`src/verilog/brtr_pkg.sv`:
```
// Package: constants and carrier types for the baud rate timer with reload
package brtr_pkg;
   // ****************************************
   // Widths
   // ****************************************
   localparam int BRTR_CNT_W = 16;
   localparam int BRTR_BYTE_W = 8;
   localparam int BRTR_PRE_W = 4;

   // ****************************************
   // Prescale counts (oscillator clocks per increment)
   // ****************************************
   localparam logic [3:0] BRTR_MACHINE_DIV = 4'hC;
   localparam logic [3:0] BRTR_STATE_DIV = 4'h2;
   localparam logic [3:0] BRTR_PRE_RESET = 4'h0;

   // ****************************************
   // Serial clock division
   // ****************************************
   localparam logic [3:0] BRTR_SERIAL_DIV = 4'hF;
   localparam logic [3:0] BRTR_SDIV_RESET = 4'h0;

   // ****************************************
   // Count reset value and count maximum
   // ****************************************
   localparam logic [15:0] BRTR_COUNT_RESET = 16'h0000;
   localparam logic [15:0] BRTR_COUNT_MAX = 16'hFFFF;

   typedef enum logic {
      BRTR_SRC_FIRST_TIMER,
      BRTR_SRC_THIS_TIMER
   } brtr_src_t;

   // Control bits of the second timer control group
   typedef struct packed {
      logic tx_baud_source_sel;
      logic rx_baud_source_sel;
      logic count_or_time_sel;
      logic ext_trigger_enable;
      logic run_enable;
   } brtr_ctrl_t;

   // Reload value pair
   typedef struct packed {
      logic [7:0] reload_value_high;
      logic [7:0] reload_value_low;
   } brtr_reload_t;

   // Serial baud clocks delivered to the serial port
   typedef struct packed {
      logic tx_baud_tick;
      logic rx_baud_tick;
   } brtr_baud_t;

   // Baud mode decode, called by the main file only; leaves get it as a port
   function automatic logic brtr_baud_mode(input brtr_ctrl_t c);
      return c.tx_baud_source_sel | c.rx_baud_source_sel;
   endfunction : brtr_baud_mode
endpackage : brtr_pkg

```
`src/verilog/brtr_prescale.sv`:
```
// Prescaler: issues count ticks at machine-cycle or state-time rate
`timescale 1ns/1ps
module brtr_prescale
   import brtr_pkg::*;
(
   input wire logic clk_sys,
   input wire logic sys_rst,
   input wire logic clk_en,
   input wire logic run,
   input wire logic baud_mode,
   output logic tick
);
   logic [3:0] pre_cnt;
   logic [3:0] pre_div;

   assign pre_div = baud_mode ? BRTR_STATE_DIV : BRTR_MACHINE_DIV;

   always_ff @(posedge clk_sys) begin
      if (sys_rst) begin
         pre_cnt <= BRTR_PRE_RESET;
         tick <= 1'b0;
      end else if (clk_en) begin
         // Restart on halt so the first tick after run is a full period
         if (!run) begin
            pre_cnt <= BRTR_PRE_RESET;
            tick <= 1'b0;
         end else if (pre_cnt >= pre_div - 4'h1) begin
            pre_cnt <= BRTR_PRE_RESET;
            tick <= 1'b1;
         end else begin
            pre_cnt <= pre_cnt + 4'h1;
            tick <= 1'b0;
         end
      end
      // Tick held while frozen, so no increment is lost across a stall
   end
endmodule : brtr_prescale

```
`src/verilog/brtr_fall_detect.sv`:
```
// Falling edge detector for a synchronous pin input
`timescale 1ns/1ps
module brtr_fall_detect (
   input wire logic clk_sys,
   input wire logic sys_rst,
   input wire logic clk_en,
   input wire logic pin,
   output logic fall
);
   logic pin_q;

   always_ff @(posedge clk_sys) begin
      if (sys_rst) begin
         pin_q <= 1'b1;
         fall <= 1'b0;
      end else if (clk_en) begin
         pin_q <= pin;
         fall <= pin_q & ~pin;
      end
   end
endmodule : brtr_fall_detect

```
`src/verilog/brtr_timer.sv`:
```
// Main file: 16-bit auto-reload timer acting as serial baud generator
`timescale 1ns/1ps

// Functional notes
// - The transmit baud clock comes from the first timer when its select is 0, from this one when 1.
// - The receive select picks its source the same way, independent of transmit.
// - In baud mode every high-byte rollover reloads both count bytes from the reload pair.
// - The reload pair is one 16-bit unsigned value, high register on top.
// - For serial modes 1 and 3 the baud clock is this timer's overflow rate divided by 16.
// - The count-or-time select picks counter operation when 1 and timer operation when 0.
// - Outside baud mode, timer operation increments once per twelve oscillator clocks.
// - In baud mode, timer operation increments once per two oscillator clocks.
// - Baud behaviour is active only while either receive or transmit select is 1.
// - In baud mode a rollover sets no overflow flag and raises no timer interrupt.
// - In baud mode with trigger enable set, a falling trigger edge sets the flag, no reload.
// - The trigger input and its flag stay usable as an extra interrupt source in baud mode.
module brtr_timer
   import brtr_pkg::*;
(
   input wire logic clk_sys,
   input wire logic sys_rst,
   input wire logic clk_en,
   input wire brtr_ctrl_t second_timer_control,
   input wire brtr_reload_t reload_pair,
   input wire logic count_load,
   input wire logic [15:0] count_load_value,
   input wire logic overflow_flag_clr,
   input wire logic ext_trigger_flag_clr,
   input wire logic ext_trigger_input,
   input wire logic count_pin,
   input wire brtr_baud_t first_timer_baud,
   output brtr_baud_t serial_baud,
   output logic [7:0] timer_count_high,
   output logic [7:0] timer_count_low,
   output logic overflow_flag,
   output logic ext_trigger_flag,
   output logic timer_irq,
   output logic baud_mode_active
);
   // ****************************************
   // Mode decode
   // ****************************************
   logic baud_mode;
   logic pre_tick;
   logic count_fall;
   logic trig_fall;
   logic inc;
   logic rollover;
   logic [15:0] count;
   logic [15:0] reload_value;
   logic [15:0] next_count;
   logic [3:0] sdiv;
   logic baud_tick_raw;

   assign baud_mode = brtr_baud_mode(second_timer_control);
   assign reload_value = {reload_pair.reload_value_high,
                          reload_pair.reload_value_low};

   // ****************************************
   // Increment sources
   // ****************************************
   brtr_prescale u_prescale (
      .clk_sys(clk_sys),
      .sys_rst(sys_rst),
      .clk_en(clk_en),
      .run(second_timer_control.run_enable),
      .baud_mode(baud_mode),
      .tick(pre_tick)
   );

   brtr_fall_detect u_count_edge (
      .clk_sys(clk_sys),
      .sys_rst(sys_rst),
      .clk_en(clk_en),
      .pin(count_pin),
      .fall(count_fall)
   );

   brtr_fall_detect u_trig_edge (
      .clk_sys(clk_sys),
      .sys_rst(sys_rst),
      .clk_en(clk_en),
      .pin(ext_trigger_input),
      .fall(trig_fall)
   );

   // Counter operation counts pin falls; timer operation counts prescale ticks
   assign inc = second_timer_control.run_enable &
                (second_timer_control.count_or_time_sel ? count_fall : pre_tick);
   assign rollover = inc && (count == BRTR_COUNT_MAX);

   // ****************************************
   // Count register
   // ****************************************
   always_comb begin
      next_count = count;
      if (count_load) begin
         next_count = count_load_value;
      end else if (inc) begin
         // Reload on rollover in baud mode; plain wrap otherwise
         if (rollover && baud_mode) begin
            next_count = reload_value;
         end else begin
            next_count = count + 16'h0001;
         end
      end
   end

   always_ff @(posedge clk_sys) begin
      if (sys_rst) begin
         count <= BRTR_COUNT_RESET;
      end else if (clk_en) begin
         count <= next_count;
      end
   end

   always_ff @(posedge clk_sys) begin
      if (sys_rst) begin
         timer_count_high <= BRTR_COUNT_RESET[15:8];
         timer_count_low <= BRTR_COUNT_RESET[7:0];
      end else if (clk_en) begin
         timer_count_high <= next_count[15:8];
         timer_count_low <= next_count[7:0];
      end
   end

   // ****************************************
   // Flags
   // ****************************************
   // Set wins over clear so no event is lost
   always_ff @(posedge clk_sys) begin
      if (sys_rst) begin
         overflow_flag <= 1'b0;
      end else if (clk_en) begin
         if (rollover && !baud_mode) begin
            overflow_flag <= 1'b1;
         end else if (overflow_flag_clr) begin
            overflow_flag <= 1'b0;
         end
      end
   end

   // The trigger never reloads the count here, in any mode
   always_ff @(posedge clk_sys) begin
      if (sys_rst) begin
         ext_trigger_flag <= 1'b0;
      end else if (clk_en) begin
         if (trig_fall && second_timer_control.ext_trigger_enable) begin
            ext_trigger_flag <= 1'b1;
         end else if (ext_trigger_flag_clr) begin
            ext_trigger_flag <= 1'b0;
         end
      end
   end

   always_ff @(posedge clk_sys) begin
      if (sys_rst) begin
         timer_irq <= 1'b0;
         baud_mode_active <= 1'b0;
      end else if (clk_en) begin
         timer_irq <= overflow_flag | ext_trigger_flag;
         baud_mode_active <= baud_mode;
      end
   end

   // ****************************************
   // Baud clock generation
   // ****************************************
   // Divide by 16: with two clocks per count this gives osc/(32*(65536-reload))
   always_ff @(posedge clk_sys) begin
      if (sys_rst) begin
         sdiv <= BRTR_SDIV_RESET;
         baud_tick_raw <= 1'b0;
      end else if (clk_en) begin
         baud_tick_raw <= 1'b0;
         if (rollover && baud_mode) begin
            if (sdiv == BRTR_SERIAL_DIV) begin
               sdiv <= BRTR_SDIV_RESET;
               baud_tick_raw <= 1'b1;
            end else begin
               sdiv <= sdiv + 4'h1;
            end
         end
      end
   end

   always_ff @(posedge clk_sys) begin
      if (sys_rst) begin
         serial_baud <= '0;
      end else if (clk_en) begin
         serial_baud.tx_baud_tick <= second_timer_control.tx_baud_source_sel ?
                                     baud_tick_raw : first_timer_baud.tx_baud_tick;
         serial_baud.rx_baud_tick <= second_timer_control.rx_baud_source_sel ?
                                     baud_tick_raw : first_timer_baud.rx_baud_tick;
      end else begin
         serial_baud <= '0;
      end
   end
endmodule : brtr_timer

```
`config.mk`:
```
export PLATFORM = sky130hd
export DESIGN_NAME = brtr_timer
export DESIGN_NICKNAME = d
export VERILOG_FILES = /design/src/verilog/brtr_pkg.sv /design/src/verilog/brtr_prescale.sv /design/src/verilog/brtr_fall_detect.sv /design/src/verilog/brtr_timer.sv
export SDC_FILE = /design/constraint.sdc
export NUM_CORES = 1
export LEC_CHECK = 0
export ABC_AREA = 1
export BUFFER_PORTS_ARGS = -buffer_cell sky130_fd_sc_hd__buf_4
export CAP_MARGIN = 20
export CORE_MARGIN = 3
export CORE_UTILIZATION = 56
export CTS_CLUSTER_SIZE = 16
export DETAILED_ROUTE_END_ITERATION = 6
export GPL_TIMING_DRIVEN = 1
export PLACE_DENSITY = 0.93
export SLEW_MARGIN = 40
export SYNTH_ARGS = -nofsm -noshare
export SYNTH_HDL_FRONTEND = slang
export SYNTH_SLANG_ARGS = --single-unit
```
`constraint.sdc`:
```
create_clock -name clk_sys -period 2.4 [get_ports clk_sys]
set_input_delay 0.24 -clock clk_sys [delete_from_list [all_inputs] [get_ports clk_sys]]
set_output_delay 0.24 -clock clk_sys [all_outputs]
set_load 0.02 [all_outputs]
```
Word level (Yosys, flattened, before mapping)

Index checks and enable logic that the tools add are counted.

Bits in registers: 52
Input port bits: 47

$add $sub $neg: 4
Muxes and demuxes: 18
Eq/ne operators: 2
Bitwise operators: 8
Reductions and logical operators: 11
Order comparisons: 1

Operator list:

| operator              | number |
|---|---|
| $mux 16               | 3 |
| $add 16x1->16 const B | 1 |
| $eq 16x16->1 const B  | 1 |
| $mux 4                | 4 |
| $mux 1                | 11 |
| $add 4x1->4 const B   | 2 |
| $reduce_and 2->1      | 3 |
| $eq 4x4->1 const B    | 1 |
| $ge 4x4->1            | 1 |
| $logic_and 1x1->1     | 4 |
| $reduce_bool 2->1     | 2 |
| $sub 4x1->4 const B   | 1 |
| $and 1x1->1           | 3 |
| $not 1->1             | 3 |
| $or 1x1->1            | 2 |
| $reduce_or 2->1       | 1 |
| $logic_not 1->1       | 1 |

Depth between registers and ports, before layout

Depth in word-level cells: 7
Mapped depth: 11
Mapped depth without buffers: 10

Modules after synthesis

From an unflattened synthesis, not the netlist that was laid out.

Cell total of the unflattened synthesis: 341
Area, all modules: 2332.2 um2

Modules (own cells, without submodules):

| module           | cells an instance | instances | area an instance (um2) |
|---|---|---|---|
| brtr_timer       | 277               | 1         | 1871.8 |
| brtr_prescale    | 44                | 1         | 305.3 |
| brtr_fall_detect | 10                | 2         | 77.6 |

Worst setup path before layout

No wires, ideal clock.

Path type: reg-to-reg
Start: register count[0]
End: register count[7]
Period minus slack after synthesis: 1745 ps
Data required time: 2280 ps
Stages on the path, launching flop included: 11
Setup time: 120 ps
Arrival time: 1626 ps
Path slack: 655 ps
Buffers on the path: 2
Cells stage by stage: dfxtp_1 > ha_1 > nand2_2 > nor2_4 > nand3_2 > nor2_4 > buf_6 > buf_8 > nand3b_1 > nand3_1 > a21oi_1

Word-level cells in the longest chain between the ends: 6

Ends and longest elaborated chain:

| what                                                                  | RTL line          | RTL |
|---|---|---|
| start: declaration                                                    | brtr_timer.sv:49  | `logic [15:0] count;` |
| start signal: assignment                                              | brtr_timer.sv:113 | `count <= next_count;` |
| parallel branches: the longest is 3 deep, another holds $add 16x1->16 | n/a               |  |
| $mux 16 *                                                             | brtr_timer.sv:101 | `if (rollover && baud_mode) begin` |
| $mux 16 *                                                             | brtr_timer.sv:99  | `end else if (inc) begin` |
| $mux 16 *                                                             | brtr_timer.sv:97  | `if (count_load) begin` |

Every way passes the cells marked *.
A chain may end at the register's enable or synchronous reset.

Final worst setup path

Start: register count[1]
End: register sdiv[3]

Word-level cells in the longest chain between the ends: 4

Ends and longest elaborated chain:

| what                              | RTL line          | RTL |
|---|---|---|
| $eq 16x16->1                      | brtr_timer.sv:90  | `assign rollover = inc && (count == BRTR_COUNT_MAX);` |
| $logic_and 1x1->1                 | brtr_timer.sv:90  |  |
| $logic_and 1x1->1                 | brtr_timer.sv:176 | `if (rollover && baud_mode) begin` |
| $reduce_and 2->1 (no source line) | n/a               |  |
| end signal: assignment            | brtr_timer.sv:181 | `sdiv <= sdiv + 4'h1;` |
| end: declaration                  | brtr_timer.sv:52  | `logic [3:0] sdiv;` |

No other way between the ends.

==> impl_metrics.csv <==
group,metric,value,unit
run_status,outcome,"completed",
timing,setup_viol,0,
finish,num_antenna_cells,0,
global_route,gr-usage-met1,33.33,%
finish,drive_gt1_share,25.38,%
drt,drc,0,
floorplanning,io-pin-count,69,
synth,synth_top_cell_by_area,"dfxtp_1",
synth,async_flop_share,0,%
critical_path,cp-end-kind,"register",
synth,synth-simple-area-share,34.76,%
global_route,antenna_found_initial,0,
floorplanning,num_rows,22,
placed_design,pre_cts_ws,0.5117,ns
clock_network,cts_setup_buffers,0,
critical_path,arrival,2.15,ns
clock_network,cts_root_buf,"clkbuf_8",
synth,synth-xor-area-share,3.465,%
floorplanning,dieWidth,69.74,µm
synth,yosysMostFrequentCell,"nand2_1",
synth,synth_top_area_share,31.68,%
drt,drt_iter0_drc,195,
synth,ys_seq_area_share,31.68,%
finish,syn_to_final_growth,26.73,%
critical_path,start_kind,"register",
timing,tns,0,ns
timing,report.final.slew_viol_count,0,
drt,ant_nets,0,
timing,fin_ws,0.4421,ns
global_route,grt_pass1_wl,10.32,mm
drt,wl_per_cell,14.04,µm
synth,synth_nets,382,
global_route,grt_max_degree,24,
placed_design,portBuffers,68,
synth,synth_flop_cell,"dfxtp_1",
drt,drt_wl_total,6.206,mm
power,vdd_drop_max,0.0006850,V
timing,fin_crit,1.958,ns
floorplanning,coreArea,3799,µm²
placed_design,hpwl,4.490,mm
clock_network,clock_latency,0.29,ns
drt,viasPerCell,5.638,
power,power.density,511.7,nW/µm²
global_route,grt_pass1_vias,2273,
timing,finClkSkew,0.007115,ns
synth,ys_warn_count,0,
floorplanning,die_height,69.74,µm
clock_network,clk_pin_slew,0.08,ns
clock_network,cts_tree,"yes",
hold_path,hold_path_class,"input port to register",
clock_network,ctsResizeCount,0,
clock_network,clock-sinks,36,
clock_network,ctsHoldBuffers,0,
timing,max_slew_margin,55.72,%
critical_path,required,2.59,ns
timing,clock.fmax,0.5108,GHz
finish,fin_util,75.89,%
global_route,grt_remaining_overflow,0,
synth,ys_ff_latch,36,
timing,finalCritPeriodShare,81.58,%
finish,num-fill-cells,299,
synth,synth_area,2275,µm²
global_route,busiest_layer,"met2",
critical_path,cp_max_fo,13,
synth,synth_edf_count,0,
synth,synth-adder-area-share,2.750,%
power,leakage,0.001236,µW
clock_network,h-tree-depth,2,
global_route,gr-usage-all-layers,25.56,%
flow_run,max-cap-violations,0,
synth,yosys-top-cells-area,"dfxtp_1, nand2_1, a21oi_1, nand3_1, nand3b_1",
synth,synth_top_family_by_area,"simple AND/OR/NAND/NOR gates",
timing,rsz0062_at_grt,"false",
timing,finalHoldViolations,0,
synth,synth_common_cells,"nand2_1, a21oi_1, dfxtp_1, nand3_1, nor2_1",
global_route,met3_usage,5.797,%
drt,vias,2492,
floorplanning,start_util,59.88,%
clock_network,clockBufferDepth,2,
synth,synth_cells,330,
clock_network,cts_inserted_buffers,5,
timing,worst_pin_slew,0.6635,ns
synth,synthMuxAreaShare,0,%
finish,fin_nets,445,
placed_design,globalplace.congestion,0.9016,
global_route,grtUsageMet2,42.58,%
synth,ys_types,32,
synth,avgSynthCellArea,6.893,µm²
critical_path,worst-setup-path-type,"register to register",
floorplanning,die_area,4863,µm²
synth,synth_compound_area_share,18.81,%
drt,dr.pass1.iters,5,
-- critical path, cell delays in order, from the launching register on --
cell     delay, ns
dfxtp_1       0.44
ha_1          0.27
nand2_2       0.09
nor2_4        0.13
nand3_2       0.11
nor2_4        0.32
nand2_2       0.14
or2_1         0.26
nand2_1       0.07
nor2_1        0.03
-- sequential cells by signal, summed over array words and instances (netlist names) --
| name | count |
|---|---|
| baud_mode_active | 1 |
| baud_tick_raw | 1 |
| count | 16 |
| ext_trigger_flag | 1 |
| overflow_flag | 1 |
| sdiv | 4 |
| serial_baud | 2 |
| timer_irq | 1 |
| u_count_edge.fall | 1 |
| u_count_edge.pin_q | 1 |
| u_prescale.pre_cnt | 4 |
| u_prescale.tick | 1 |
| u_trig_edge.fall | 1 |
| u_trig_edge.pin_q | 1 |
-- per-layer routing --
layer / routed length [µm] / vias up
met4: 73 / 0
met5: 0 / -
met1: 2710 / 1176
met2: 3008 / 82
met3: 414 / 10
li1: - / 1224
-- path summary, 6_finish.rpt --
kind	start	endpoint	slack, ns	cells past startpoint
worst max-delay path	count[1]	sdiv[3]	0.44	9
worst min-delay path	second_timer_control[3]	serial_baud[0]	0.15	2
worst max register to register	count[1]	sdiv[3]	0.44	9
worst min register to register	u_trig_edge.fall	ext_trigger_flag	0.47	2
-- through the flow --
| step | area [µm²] | std cells | total power, µW | hold slack [ns] |
|---|---|---|---|---|
| 6_report | 2883 | 442 | 1475 | 0.1476 |
| 5_1_grt | 2883 | 442 | 1532 | 0.1530 |
| 4_1_cts | 2883 | 442 | 1472 | 0.1470 |
| 3_5_place_dp | 2775 | 434 | 947.2 | 0.4556 |
| 3_3_place_gp | 2775 | 434 | 939.2 | 0.4427 |
| 2_1_floorplan | 2275 | 330 | 819.5 | 0.3369 |
-- cell type report --
class | instances | area (µm²) | share of cell area [%]
multi-input combinational | 251 | 1360 | 47.18
sequential | 36 | 720.7 | 25.00
timing repair buffer | 70 | 525.5 | 18.23
inverter | 29 | 108.9 | 3.776
clock buffer | 6 | 72.57 | 2.517
tap | 48 | 60.06 | 2.083
clock inverter | 2 | 35.03 | 1.215
-- logic make-up after synthesis --
| family | count (synthesis) |
|---|---|
| flops | 36 |
| simple gates | 161 |
| buf+inv | 43 |
| xor+xnor | 9 |
| fa+ha+maj | 5 |
| compound gates | 76 |
-- placed cells by master (no fill, tap or decap), types with 3 or more instances in the layout --
cell      count
nor2_4        4
nand2_2       3
a21oi_2       6
xor2_1        6
nand2_1      66
ha_1          5
o21bai_1      3
xnor2_1       3
o21ai_0      21
a211oi_1      4
nand3b_1     15
nand4_1       3
inv_1        26
nor2_1       29
a21oi_1      39
dfxtp_1      36
nand3_1      31
buf_4        70
nor2_2        3
clkbuf_8      5
inv_2         3
-- where the power goes --
| part | internal, µW | total (µW) | switching (µW) | leakage [µW] |
|---|---|---|---|---|
| sequential | 627 | 666 | 38.1 | 0.000295 |
| combinational | 126 | 272 | 146 | 0.000885 |
| clock | 309 | 538 | 229 | 0.0000552 |
(Power assumes the default switching activity.)
